==> config.mk <==
export PLATFORM = sky130hd
export DESIGN_NAME = spi_buf_core
export DESIGN_NICKNAME = d
export VERILOG_FILES = /design/src/shared/spi_buf_pkg.sv /design/src/hdl/spi_buf_core.sv
export SDC_FILE = /design/constraint.sdc
export NUM_CORES = 1
export LEC_CHECK = 0
export ABC_AREA = 1
export BUFFER_PORTS_ARGS = -buffer_cell sky130_fd_sc_hd__buf_2
export CAP_MARGIN = 20
export CORE_MARGIN = 2
export CORE_UTILIZATION = 45
export CTS_BUF_LIST = sky130_fd_sc_hd__clkbuf_4 sky130_fd_sc_hd__clkbuf_8 sky130_fd_sc_hd__clkbuf_16
export CTS_CLUSTER_DIAMETER = 100
export DETAILED_ROUTE_END_ITERATION = 6
export PLACE_DENSITY = 0.69
export SLEW_MARGIN = 0
export SYNTH_ARGS = -nofsm -noshare
export SYNTH_HDL_FRONTEND = slang
export SYNTH_SLANG_ARGS = --single-unit
export TNS_END_PERCENT = 5
==> constraint.sdc <==
create_clock -name aclk -period 3.4 [get_ports aclk]
set_input_delay 0.17 -clock aclk [delete_from_list [all_inputs] [get_ports aclk]]
set_output_delay 0.17 -clock aclk [all_outputs]
set_load 0.005 [all_outputs]
==> src/shared/spi_buf_pkg.sv <==
// Purpose: constants, field layout and state type of the buffered serial peripheral
// Assumes: register index = printed offset, byte address = 4 * index
// Notes:
package spi_buf_pkg;
	localparam logic [2:0] IDX_CTRL_A  = 3'h0;
	localparam logic [2:0] IDX_CTRL_B  = 3'h1;
	localparam logic [2:0] IDX_IRQ_EN  = 3'h2;
	localparam logic [2:0] IDX_FLAGS   = 3'h3;
	localparam logic [2:0] IDX_DATA    = 3'h4;
	localparam int         CA_ENABLE   = 0;
	localparam int         CA_HOST     = 5;
	localparam int         CB_BUF      = 7;
	localparam int         CB_WAITRX   = 6;
	localparam int         CB_SSD      = 2;
	localparam int         IE_RX       = 7;
	localparam int         IE_TX       = 6;
	localparam int         IE_EMPTY    = 5;
	localparam int         IE_SEL      = 4;
	localparam int         IE_GEN      = 0;
	localparam int         FN_XFER     = 7;
	localparam int         FN_CLASH    = 6;
	localparam int         FB_RX       = 7;
	localparam int         FB_TX       = 6;
	localparam int         FB_EMPTY    = 5;
	localparam int         FB_SEL      = 4;
	localparam int         FB_OVR      = 0;
	localparam logic [7:0] IRQ_EN_MASK = 8'hF1;
	localparam logic [7:0] REG_RESET   = 8'h00;
	localparam logic [1:0] RESP_OKAY   = 2'h0;
	localparam logic [1:0] RESP_SLVERR = 2'h2;
	localparam int         HALF_SCK_CYCLES = 4;

	typedef struct packed {
		logic       buf_on;
		logic       wait_rx;
		logic       select_line_disable;
		logic [1:0] mode;
	} cfg_t;

	typedef struct packed {
		logic        aw_got;
		logic [2:0]  aw_idx;
		logic        w_got;
		logic [7:0]  wdata;
		logic        wstrb0;
		logic        bvalid;
		logic [1:0]  bresp;
		logic        rvalid;
		logic [31:0] rdata;
		logic [1:0]  rresp;
		logic        enable;
		logic        host;
		cfg_t        cfg;
		logic [7:0]  irq_en;
		logic        xfer_flag;
		logic        clash_flag;
		logic        arm_xfer;
		logic        arm_clash;
		logic        rx_done_st;
		logic        tx_done;
		logic        sel_lost;
		logic        overrun;
		logic        ovf_pend;
		logic        sck_s1;
		logic        sck_s2;
		logic        sck_prev;
		logic        din_s1;
		logic        din_s2;
		logic        sel_s1;
		logic        sel_s2;
		logic        busy;
		logic        primed;
		logic        shift_ok;
		logic [3:0]  bits;
		logic [7:0]  div;
		logic        sck_lvl;
		logic [7:0]  shift;
		logic        dout;
		logic [7:0]  rx_data;
		logic [7:0]  tx_buf;
		logic        tx_full;
		logic [7:0]  rx_buf;
		logic        rx_full;
		logic [7:0]  rx_pend;
		logic        pend_full;
	} state_t;
endpackage

==> src/hdl/spi_buf_core.sv <==
// Purpose: serial host/client peripheral with buffer mode, flags and AXI4-Lite registers
// Assumes: aclk domain only; serial pins sampled through two flip-flops
// Notes: msb first; host clock is aclk divided by 2 * HALF_CYCLES
`timescale 1ns/100ps
`default_nettype none
module spi_buf_core
	import spi_buf_pkg::*;
#(
	parameter int HALF_CYCLES = HALF_SCK_CYCLES
)
(
	input  wire logic        aclk,
	input  wire logic        aresetn,
	input  wire logic [31:0] s_axi_awaddr,
	input  wire logic        s_axi_awvalid,
	output logic             s_axi_awready,
	input  wire logic [31:0] s_axi_wdata,
	input  wire logic [3:0]  s_axi_wstrb,
	input  wire logic        s_axi_wvalid,
	output logic             s_axi_wready,
	output logic [1:0]       s_axi_bresp,
	output logic             s_axi_bvalid,
	input  wire logic        s_axi_bready,
	input  wire logic [31:0] s_axi_araddr,
	input  wire logic        s_axi_arvalid,
	output logic             s_axi_arready,
	output logic [31:0]      s_axi_rdata,
	output logic [1:0]       s_axi_rresp,
	output logic             s_axi_rvalid,
	input  wire logic        s_axi_rready,
	input  wire logic        sck_in,
	output logic             sck_out,
	output logic             sck_oe,
	input  wire logic        mosi_in,
	output logic             mosi_out,
	output logic             mosi_oe,
	input  wire logic        miso_in,
	output logic             miso_out,
	output logic             miso_oe,
	input  wire logic        select_n_in,
	output logic             irq
);
	state_t s;
	state_t n;

	logic       wr_fire;
	logic       rd_fire;
	logic [2:0] rd_idx;
	logic       cpol;
	logic       cpha;
	logic       lead;
	logic       trail;
	logic       smp;
	logic       setup;
	logic       done;
	logic [3:0] nbits;
	logic       mid_byte;
	logic       client_sel;
	logic       data_wr;
	logic       data_rd;
	logic [7:0] d;
	logic [7:0] rx_byte;

	// register read value for one index
	function automatic logic [7:0] reg_value(input state_t st, input logic [2:0] idx);
		logic [7:0] v;
		v = 8'h00;
		unique case (idx)
			IDX_CTRL_A:
			begin
				v[CA_ENABLE] = st.enable;
				v[CA_HOST] = st.host;
			end
			IDX_CTRL_B:
			begin
				v[CB_BUF] = st.cfg.buf_on;
				v[CB_WAITRX] = st.cfg.wait_rx;
				v[CB_SSD] = st.cfg.select_line_disable;
				v[1:0] = st.cfg.mode;
			end
			IDX_IRQ_EN:
			begin
				v = st.irq_en & IRQ_EN_MASK;
				if (!st.cfg.buf_on)
					v[7:4] = 4'h0;
			end
			IDX_FLAGS:
			begin
				if (st.cfg.buf_on)
				begin
					v[FB_RX] = st.rx_done_st & st.rx_full;
					v[FB_TX] = st.tx_done;
					v[FB_EMPTY] = ~st.tx_full;
					v[FB_SEL] = st.sel_lost;
					v[FB_OVR] = st.overrun;
				end
				else
				begin
					v[FN_XFER] = st.xfer_flag;
					v[FN_CLASH] = st.clash_flag;
				end
			end
			IDX_DATA:
				v = st.cfg.buf_on ? st.rx_buf : st.rx_data;
			default:
				v = 8'h00;
		endcase
		return v;
	endfunction

	assign s_axi_awready = ~s.aw_got & ~s.bvalid;
	assign s_axi_wready  = ~s.w_got & ~s.bvalid;
	assign s_axi_arready = ~s.rvalid;
	assign s_axi_bvalid  = s.bvalid;
	assign s_axi_bresp   = s.bresp;
	assign s_axi_rvalid  = s.rvalid;
	assign s_axi_rdata   = s.rdata;
	assign s_axi_rresp   = s.rresp;

	assign cpol       = s.cfg.mode[1];
	assign cpha       = s.cfg.mode[0];
	assign client_sel = s.enable & ~s.host & ~s.sel_s2;
	assign sck_out    = s.sck_lvl;
	assign sck_oe     = s.enable & s.host;
	assign mosi_out   = s.dout;
	assign mosi_oe    = s.enable & s.host;
	assign miso_out   = s.dout;
	assign miso_oe    = client_sel;

	always_comb
	begin
		if (s.cfg.buf_on)
			irq = (s.irq_en[IE_RX] & s.rx_done_st & s.rx_full)
				| (s.irq_en[IE_TX] & s.tx_done)
				| (s.irq_en[IE_EMPTY] & ~s.tx_full)
				| (s.irq_en[IE_SEL] & s.sel_lost);
		else
			irq = s.irq_en[IE_GEN] & s.xfer_flag;
	end

	always_comb
	begin
		n = s;
		rd_idx = s_axi_araddr[4:2];
		wr_fire = s.aw_got & s.w_got & ~s.bvalid;
		rd_fire = s_axi_arvalid & ~s.rvalid;
		d = s.wdata;
		data_wr = wr_fire & s.wstrb0 & (s.aw_idx == IDX_DATA);
		data_rd = rd_fire & (rd_idx == IDX_DATA);
		mid_byte = s.host ? s.busy : (s.bits != 4'h0);
		lead = 1'b0;
		trail = 1'b0;
		rx_byte = s.shift;

		// input synchronisers
		n.sck_s1 = sck_in;
		n.sck_s2 = s.sck_s1;
		n.sck_prev = s.sck_s2;
		n.din_s1 = s.host ? miso_in : mosi_in;
		n.din_s2 = s.din_s1;
		n.sel_s1 = select_n_in;
		n.sel_s2 = s.sel_s1;

		// bus address and data capture, either order
		if (s_axi_awvalid & s_axi_awready)
		begin
			n.aw_got = 1'b1;
			n.aw_idx = s_axi_awaddr[4:2];
		end
		if (s_axi_wvalid & s_axi_wready)
		begin
			n.w_got = 1'b1;
			n.wdata = s_axi_wdata[7:0];
			n.wstrb0 = s_axi_wstrb[0];
		end
		if (s.bvalid & s_axi_bready)
			n.bvalid = 1'b0;
		if (s.rvalid & s_axi_rready)
			n.rvalid = 1'b0;

		if (rd_fire)
		begin
			n.rvalid = 1'b1;
			n.rdata = {24'h000000, reg_value(s, rd_idx)};
			n.rresp = (rd_idx > IDX_DATA) ? RESP_SLVERR : RESP_OKAY;
			if (rd_idx == IDX_FLAGS && !s.cfg.buf_on)
			begin
				n.arm_xfer = s.xfer_flag;
				n.arm_clash = s.clash_flag;
			end
		end

		// register writes; clears first so hardware sets below win
		if (wr_fire)
		begin
			n.aw_got = 1'b0;
			n.w_got = 1'b0;
			n.bvalid = 1'b1;
			n.bresp = (s.aw_idx > IDX_DATA) ? RESP_SLVERR : RESP_OKAY;
			if (s.wstrb0)
			begin
				unique case (s.aw_idx)
					IDX_CTRL_A:
					begin
						n.enable = d[CA_ENABLE];
						n.host = d[CA_HOST];
					end
					IDX_CTRL_B:
					begin
						n.cfg.buf_on = d[CB_BUF];
						n.cfg.wait_rx = d[CB_WAITRX];
						n.cfg.select_line_disable = d[CB_SSD];
						n.cfg.mode = d[1:0];
					end
					IDX_IRQ_EN:
						n.irq_en = d & IRQ_EN_MASK;
					IDX_FLAGS:
					begin
						if (s.cfg.buf_on)
						begin
							if (d[FB_RX])
								n.rx_done_st = 1'b0;
							if (d[FB_TX])
								n.tx_done = 1'b0;
							if (d[FB_SEL])
								n.sel_lost = 1'b0;
							if (d[FB_OVR])
							begin
								n.overrun = 1'b0;
								n.ovf_pend = 1'b0;
							end
						end
						else if (d[FN_XFER])
							n.xfer_flag = 1'b0;
					end
					default:
					begin
					end
				endcase
			end
		end

		if (!n.enable || !n.cfg.buf_on)
			n.primed = 1'b0;

		// flag-read then data-access clear sequence
		if ((data_wr || data_rd) && !s.cfg.buf_on)
		begin
			if (s.arm_xfer)
				n.xfer_flag = 1'b0;
			if (s.arm_clash)
				n.clash_flag = 1'b0;
			n.arm_xfer = 1'b0;
			n.arm_clash = 1'b0;
		end

		// buffer-mode read pops the receive buffer
		if (data_rd && s.cfg.buf_on)
		begin
			n.overrun = 1'b0;
			if (s.pend_full)
			begin
				n.rx_buf = s.rx_pend;
				n.pend_full = 1'b0;
			end
			else
				n.rx_full = 1'b0;
		end

		// data writes
		if (data_wr)
		begin
			if (!s.cfg.buf_on)
			begin
				if (mid_byte)
					n.clash_flag = 1'b1;
				else
				begin
					n.shift = d;
					n.dout = d[7];
					n.shift_ok = 1'b1;
				end
			end
			else if (s.cfg.wait_rx && !s.primed && s.enable && s.sel_s2 && !mid_byte)
			begin
				n.shift = d;
				n.dout = d[7];
				n.shift_ok = 1'b1;
				n.primed = 1'b1;
			end
			else
			begin
				n.tx_buf = d;
				n.tx_full = 1'b1;
			end
		end

		// load the shift register: buffered byte once primed or with wait_rx, else 0x00
		if (s.cfg.buf_on && s.enable && s.tx_full && !s.shift_ok && !mid_byte && !data_wr)
		begin
			n.shift_ok = 1'b1;
			n.primed = 1'b1;
			if (s.primed || s.cfg.wait_rx)
			begin
				n.shift = s.tx_buf;
				n.dout = s.tx_buf[7];
				n.tx_full = 1'b0;
			end
			else
			begin
				n.shift = 8'h00;
				n.dout = 1'b0;
			end
		end

		// host start
		if (s.enable && s.host && s.shift_ok && !s.busy)
		begin
			n.busy = 1'b1;
			n.shift_ok = 1'b0;
			n.bits = 4'h0;
			n.div = 8'h00;
			if (s.ovf_pend)
			begin
				n.overrun = 1'b1;
				n.ovf_pend = 1'b0;
			end
		end

		// serial clock edges
		if (s.host && s.busy)
		begin
			n.div = s.div + 8'h01;
			if (s.div == 8'(HALF_CYCLES - 1))
			begin
				n.div = 8'h00;
				n.sck_lvl = ~s.sck_lvl;
				lead = (s.sck_lvl == cpol);
				trail = ~lead;
			end
		end
		else
		begin
			if (!s.busy)
				n.sck_lvl = cpol;
			if (client_sel)
			begin
				lead = cpol ? (s.sck_prev & ~s.sck_s2) : (~s.sck_prev & s.sck_s2);
				trail = cpol ? (~s.sck_prev & s.sck_s2) : (s.sck_prev & ~s.sck_s2);
			end
		end

		smp = cpha ? trail : lead;
		setup = cpha ? lead : trail;
		nbits = s.bits + {3'h0, smp};
		done = trail & (nbits == 4'h8);
		if (lead && !s.host && s.bits == 4'h0 && s.ovf_pend)
		begin
			n.overrun = 1'b1;
			n.ovf_pend = 1'b0;
		end
		if (smp)
		begin
			n.shift = {s.shift[6:0], s.din_s2};
			rx_byte = {s.shift[6:0], s.din_s2};
			n.bits = nbits;
		end
		if (setup && !done)
			n.dout = s.shift[7];

		if (done)
		begin
			n.bits = 4'h0;
			n.busy = 1'b0;
			n.shift_ok = 1'b0;
			if (!s.cfg.buf_on)
			begin
				n.rx_data = rx_byte;
				n.xfer_flag = 1'b1;
			end
			else
			begin
				if (!n.rx_full)
				begin
					n.rx_buf = rx_byte;
					n.rx_full = 1'b1;
					n.rx_done_st = 1'b1;
				end
				else if (!n.pend_full)
				begin
					n.rx_pend = rx_byte;
					n.pend_full = 1'b1;
					n.rx_done_st = 1'b1;
				end
				else if (n.tx_full)
					n.overrun = 1'b1;
				else
					n.ovf_pend = 1'b1;
				if (!n.tx_full)
					n.tx_done = 1'b1;
			end
		end

		// client deselect resets the bit counter
		if (!s.host && s.sel_s2)
			n.bits = 4'h0;

		// select pulled low while host
		if (s.enable && s.host && !s.cfg.select_line_disable && !s.sel_s2)
		begin
			n.host = 1'b0;
			n.busy = 1'b0;
			n.bits = 4'h0;
			n.sck_lvl = cpol;
			if (s.cfg.buf_on)
				n.sel_lost = 1'b1;
			else
				n.xfer_flag = 1'b1;
		end
	end

	always_ff @(posedge aclk)
	begin
		if (!aresetn)
		begin
			s <= '0;
			s.sck_s1 <= 1'b0;
			s.sel_s1 <= 1'b1;
			s.sel_s2 <= 1'b1;
			s.irq_en <= REG_RESET;
		end
		else
			s <= n;
	end
endmodule
`default_nettype wire

Yosys cells after proc, flatten, opt, wreduce, memory -nomap -nowiden
Index checks and enable logic that the tools add are counted.
{"block": "word_totals", "register_bits": 116, "latchBits": 0, "mem_bits_rw": 0, "mem_bits_ro": 0, "out_inout_bits": 48, "elab_cells": 292, "memories": 0}
{"block": "op_classes", "add_sub_neg": 2, "n_mul": 0, "div": 0, "magnitude_cmp": 2, "n_eq_ne": 19, "n_shift": 0, "muxes": 112, "bitwise": 43, "n_reduce_logical": 66}
{"operator": "9-bit 2-to-1 mux", "n": 11}
{"operator": "1-bit 2-to-1 mux", "n": 55}
{"operator": "8-bit 2-to-1 mux", "n": 6}
{"operator": "2-bit 2-to-1 mux", "n": 20}
{"operator": "18-bit 2-to-1 mux", "n": 2}
{"operator": "35-bit 2-to-1 mux", "n": 1}
{"operator": "16-bit 2-to-1 mux", "n": 2}
{"operator": "1-bit bitwise AND", "n": 25}
{"operator": "5-bit 2-to-1 mux", "n": 5}
{"operator": "1-bit logical AND", "n": 23}
{"operator": "3-bit AND reduction", "n": 7}
{"operator": "1-bit inverter", "n": 15}
{"operator": "3-bit by 2-bit == test with 1-bit output, second input constant", "n": 4}
{"operator": "1-bit logical NOT", "n": 12}
{"operator": "12-bit 2-to-1 mux", "n": 1}
{"operator": "4-bit 2-to-1 mux", "n": 3}
{"operator": "2-bit nonzero test", "n": 5}
{"operator": "3-bit by 1-bit inequality test with 1-bit output, second input constant", "n": 3}
{"operator": "8-bit by 1-bit adder with 8-bit output, second input constant", "n": 1}
{"operator": "8-bit by 2-bit == test with 1-bit output, second input constant", "n": 1}
{"operator": "4-bit by 1-bit inequality test with 1-bit output, second input constant", "n": 2}
{"operator": "2-bit case mux with 4 select lines", "n": 1}
{"operator": "3-bit by 1-bit == test with 1-bit output, second input constant", "n": 2}
{"operator": "3-bit == test, second input constant", "n": 2}
{"operator": "other kinds (23)", "n": 35}

Logic depth before layout (Yosys ltp)
{"block": "depth", "depth_word": 15, "depth_mapped": 20, "depth_no_buf": 18}

Least setup slack after synthesis
OpenSTA, ideal clock, no wires.
{"block": "synth_path", "path_type": "reg2reg", "startpoint": "reg s[45] in the netlist's numbering", "endpoint": "reg s[1] in the netlist's numbering", "t_arrival_ns": 2.752, "required_ns": 3.287, "path_slack_ns": 0.535, "path_stages_with_launch": 18, "cell_sequence": "dfxtp_1 -> ha_1 -> nand2_1 -> o21ai_2 -> nand3_2 -> nand2_2 -> buf_6 -> ha_1 -> ha_1 -> nor2_1 -> nand2_1 -> nor2_2 -> nand3_4 -> nor2_8 -> nand3_4 -> buf_6 -> nor2_1 -> nor2_1"}
{"block": "synth_between", "elab_chain_len": 8, "word_cells_on_any_way": 11, "classes_between": "add/sub: 1; eq/ne: 2; mux: 6; bitwise: 1; reduce/logical: 1"}
{"element": "start, declared", "line": "spi_buf_core.sv:43", "source": "state_t s;"}
{"element": "start signal, assigned", "line": "spi_buf_core.sv:433", "source": "s <= n;"}
{"element": "8-bit by 2-bit == test with 1-bit output (*)", "line": "spi_buf_core.sv:334", "source": "if (s.div == 8'(HALF_CYCLES - 1))"}
{"element": "1-bit 2-to-1 mux", "line": "spi_buf_core.sv:334"}
{"element": "1-bit 2-to-1 mux", "line": "spi_buf_core.sv:331", "source": "if (s.host && s.busy)"}
{"element": "1-bit 2-to-1 mux", "line": "spi_buf_core.sv:353", "source": "smp = cpha ? trail : lead;"}
{"element": "4-bit by 1-bit adder with 4-bit output", "line": "spi_buf_core.sv:355", "source": "nbits = s.bits + {3'h0, smp};"}
{"element": "4-bit == test", "line": "spi_buf_core.sv:356", "source": "done = trail & (nbits == 4'h8);"}
{"element": "1-bit bitwise AND", "line": "spi_buf_core.sv:356"}
{"element": "4-bit AND reduction (no source line)"}
Every way passes the cells marked *; elsewhere a longest branch is shown, timed or not.
A chain may end at the register's enable or synchronous reset.

Worst setup path in the final report
{"block": "layout_path", "startpoint": "reg s[45] in the netlist's numbering", "endpoint": "reg s[2] in the netlist's numbering"}
The elaborated chain is that of the path after synthesis.

==> impl_metrics.prom <==
# TYPE chip_impl_metric gauge
chip_impl_metric{name="critical_path.max_stage_delay",unit="ns"} 0.40
chip_impl_metric{name="worstMarginPinSlew",unit="ns"} 0.696
chip_impl_metric{name="p_total",unit="mW"} 3.20
chip_impl_metric{name="drcViolationCount",unit=""} 0
chip_impl_metric{name="drtAntennaViolNets",unit=""} 0
chip_impl_metric{name="chipWidth",unit="microns"} 118
chip_impl_metric{name="cts.sinks",unit=""} 114
chip_impl_metric{name="layout.area.seq",unit="sq mm"} 0.00228
chip_impl_metric{name="ys_ff_latch",unit=""} 114
chip_impl_metric{name="largest_net_degree_at_the_start_of_global_routing",unit=""} 70
chip_impl_info{name="synth_top_flop_cell",value="dfxtp_1"} 1
chip_impl_metric{name="report.final.setup_viol",unit=""} 0
chip_impl_metric{name="drt_pass1_iterations",unit=""} 5
chip_impl_metric{name="routed_wire_length_per_instance",unit="microns"} 13.6
chip_impl_metric{name="min_setup_slack_post_route",unit="ns"} 0.324
chip_impl_metric{name="synth_compound_area_share",unit="%"} 15.0
chip_impl_info{name="critical_path.endpoint_type",value="register"} 1
chip_impl_metric{name="n_fill_cell",unit=""} 1259
chip_impl_metric{name="timing_max_transition_violations_final",unit=""} 0
chip_impl_metric{name="num_antenna_cells",unit=""} 0
chip_impl_metric{name="top_level_ports",unit=""} 159
chip_impl_metric{name="placed_cell_area",unit="sq mm"} 0.00608
chip_impl_metric{name="dp_hpwl",unit="microns"} 10300
chip_impl_info{name="clock_tree_from_tritoncts",value="done"} 1
chip_impl_metric{name="dieArea",unit="sq mm"} 0.0140
chip_impl_metric{name="critical_path.max_fanout",unit=""} 8
chip_impl_metric{name="maxCapViolations",unit=""} 0
chip_impl_metric{name="grt_antenna_before_repair",unit=""} 0
chip_impl_metric{name="final_net_count",unit=""} 1025
chip_impl_metric{name="drt_met1_wl",unit="microns"} 6760
chip_impl_metric{name="die_height",unit="microns"} 118
chip_impl_metric{name="layout.cell_area.non_filler",unit="sq mm"} 0.00674
chip_impl_metric{name="pre_cts_setup_slack",unit="ns"} 0.277
chip_impl_info{name="worst-setup-path-type",value="register to register"} 1
chip_impl_metric{name="drtIter0Drc",unit=""} 408
chip_impl_info{name="root_buf_cell",value="clkbuf_16"} 1
chip_impl_metric{name="yosys.cell_types.count",unit=""} 42
chip_impl_metric{name="met3_wirelength",unit="microns"} 764
chip_impl_metric{name="critical_path_required",unit="ns"} 3.76
chip_impl_metric{name="share_of_layout_cells_above_drive_strength_1",unit="%"} 13.9
chip_impl_metric{name="post-route-period-util",unit="%"} 90.5
chip_impl_metric{name="cts.path.max_buffers",unit=""} 2
chip_impl_metric{name="wire_length_of_the_first_global_routing_pass",unit="microns"} 24200
chip_impl_metric{name="hold_violations",unit=""} 0
chip_impl_metric{name="post_synth_instance_area",unit="sq mm"} 0.00588
chip_impl_metric{name="synth.mux.area_fraction",unit="%"} 0.170
chip_impl_metric{name="cts_buffers",unit=""} 17
chip_impl_metric{name="ir_drop",unit="mV"} 0.385
chip_impl_metric{name="port-buffer-count",unit=""} 47
chip_impl_metric{name="via_per_inst",unit=""} 5.01
chip_impl_metric{name="synth_seq_area_share",unit="%"} 38.8
chip_impl_metric{name="start_util",unit="%"} 46.4
chip_impl_metric{name="clkSlewWorstSetupHoldPaths",unit="ns"} 0.05
chip_impl_metric{name="detailed_route_wl",unit="microns"} 14800
chip_impl_metric{name="fin_util",unit="%"} 53.2
chip_impl_metric{name="multi_input_comb_area",unit="sq mm"} 0.00291
chip_impl_metric{name="place.gp.congestion",unit=""} 0.937
chip_impl_metric{name="timing.max_slew.rel_slack",unit="%"} 53.6
chip_impl_metric{name="htree_levels",unit=""} 4
chip_impl_metric{name="synthesis.yosys.warnings",unit=""} 0
chip_impl_metric{name="p_per_area",unit="mW/mm^2"} 475
chip_impl_metric{name="groute.usage.overall",unit="%"} 21.6
chip_impl_metric{name="synth-async-reset-ratio",unit="%"} 0
chip_impl_info{name="layout.cells.most_common_list",value="nand2_1, dfxtp_1, inv_1, nor2_1, nand3_1"} 1
chip_impl_metric{name="first_global_vias",unit=""} 5058
chip_impl_metric{name="post_synth_inst_count",unit=""} 864
chip_impl_metric{name="power.static_leakage",unit="nW"} 3.11
chip_impl_info{name="critPathSlowestCell",value="dfxtp_1"} 1
chip_impl_metric{name="area_growth_syn_to_layout",unit="%"} 14.5
chip_impl_info{name="path_cells",value="ha_1 -> nand2_1 -> nor2_2 -> nand2_2 -> nand2_4 -> nand3_4 -> nand2_2 -> ha_1 -> ha_1 -> nor2_1 -> nand2_1 -> nor2_2 -> nand3_4 -> nor2_8 -> nand3_4 -> nand2_1 -> nand2_1 -> nor2_1"} 1
chip_impl_info{name="mostFrequentLayoutCell",value="nand2_1"} 1
chip_impl_metric{name="clock_latency",unit="ns"} 0.42
chip_impl_info{name="critPathMostFrequentCell",value="nand2_1"} 1
chip_impl_metric{name="synth_xor_area_share",unit="%"} 0.298
chip_impl_info{name="combinational_family_with_the_most_area_after_synthesis",value="simple AND/OR/NAND/NOR gates"} 1
chip_impl_info{name="run_status",value="finished clean"} 1
chip_impl_info{name="startpoint_type",value="register"} 1
chip_impl_metric{name="synth_edf_count",unit=""} 0
chip_impl_metric{name="num_rows",unit=""} 41
chip_impl_metric{name="placeableCoreArea",unit="sq mm"} 0.0127
chip_impl_metric{name="post_synth_fa_ha_maj_area_fraction",unit="%"} 0.851
chip_impl_metric{name="grt_overflow",unit=""} 0
chip_impl_metric{name="post_synth_and_or_nand_nor_area_fraction",unit="%"} 31.1
chip_impl_metric{name="vias",unit=""} 5483
chip_impl_info{name="highest_layer",value="met4"} 1
chip_impl_metric{name="postSynthAreaPerCell",unit="sq um"} 6.81
chip_impl_metric{name="min_period",unit="ns"} 3.08
chip_impl_info{name="class_of_the_tightest_hold_or_removal_check",value="input port to register"} 1
chip_impl_metric{name="met2RoutedLength",unit="microns"} 6930
chip_impl_metric{name="arrival",unit="ns"} 3.43
chip_impl_metric{name="final.setup_skew",unit="ns"} 0.00730
chip_impl_metric{name="timing.fmax",unit="MHz"} 325
==> cells by family after synthesis <==
family,count (synthesis)
AO/OA/AOI/OAI,162
XOR/XNOR,2
adder cells (fa/ha/maj),4
buffers and inverters,169
flip-flops,114
multiplexers,1
other,1
AND/OR/NAND/NOR,411
==> through the flow <==
step	setup TNS, ns	hold WS (ns)	std cells
finish	0	0.0114	1094
global route	-0.00184	0.0163	1094
CTS	0	0.00447	1090
detailed placement	0	0.364	1054
global placement	0	0.362	1054
floorplan	0	0.268	889
==> worst paths after layout <==
check	to	slack, ns	cells after the start	from
max	s[2]	0.32	18	s[45]
min	n[62]	0.01	3	mosi_in
max reg2reg	s[2]	0.32	18	s[45]
min reg2reg	s[60]	0.42	1	n[60]
==> repair_timing <==
item / CTS / global route
setup buffers: 0 / 3
resized for setup: 0 / 2
hold endpoints to repair: 5 / 0
hold buffers: 5 / 0
setup endpoints to repair: 0 / 15
==> sequential cells by signal, summed over array words and instances (netlist names) <==
name          cells
s                86
s_axi_rresp       1
cpol              1
s_axi_rdata       8
s_axi_bresp       1
cpha              1
s_axi_rvalid      1
n                 4
d                 8
sck_out           1
miso_out          1
s_axi_bvalid      1
==> Yosys cell counts, types with 2 or more instances <==
cell type | count | share of area (%)
nand2_1 | 194 | 12
dfxtp_1 | 114 | 39
inv_1 | 104 | 6.6
nor2_1 | 96 | 6.1
nand3_1 | 69 | 5.9
a21oi_1 | 68 | 5.8
o21ai_0 | 67 | 5.7
buf_4 | 40 | 5.1
nand4_1 | 14 | 1.5
clkbuf_1 | 13 | 0.83
nand2_2 | 11 | 1.2
nor2_2 | 6 | 0.64
nor3_1 | 6 | 0.51
a211oi_1 | 4 | 0.51
buf_2 | 4 | 0.34
ha_1 | 4 | 0.85
o22ai_1 | 4 | 0.43
buf_1 | 3 | 0.19
buf_6 | 3 | 0.57
nand3_2 | 3 | 0.51
nor2_4 | 3 | 0.57
o21a_1 | 3 | 0.38
o221ai_1 | 3 | 0.45
or2_2 | 3 | 0.32
a221oi_1 | 2 | 0.30
a31oi_1 | 2 | 0.21
inv_2 | 2 | 0.13
nand2_4 | 2 | 0.38
nand3_4 | 2 | 0.60
o211ai_1 | 2 | 0.26
o21ai_2 | 2 | 0.30
==> worst max-delay path: cells and delay by family (launching register included) <==
kind / cells / cell delay [ns]
adders and majority gates: 3 / 0.69
DFF: 1 / 0.40
and+or+nand+nor: 15 / 1.90
==> report_power, final <==
group	internal [mW]	total (mW)	switching (mW)
Sequential	1.36	1.39	0.0226
Clock	1.06	1.66	0.604
Combinational	0.0499	0.153	0.103
Total	2.47	3.20	0.730
==> layer usage <==
metal | vias to the layer above | GRT usage (%)
li1 | 2833 | -
met1 | 2489 | 26.5
met2 | 133 | 35.5
met3 | 28 | 5.55
met4 | 0 | 9.71
met5 | - | 0
==> area by class of cell <==
cell class	instances	share of cell area, %
clock inverter	5	0.372
multi-input combinational	607	43.2
clock buffer	26	7.88
timing repair buffer	64	5.57
sequential	114	33.9
inverter	106	5.91
tap	172	3.20
No activity file was read; power rests on OpenSTA's default activity.
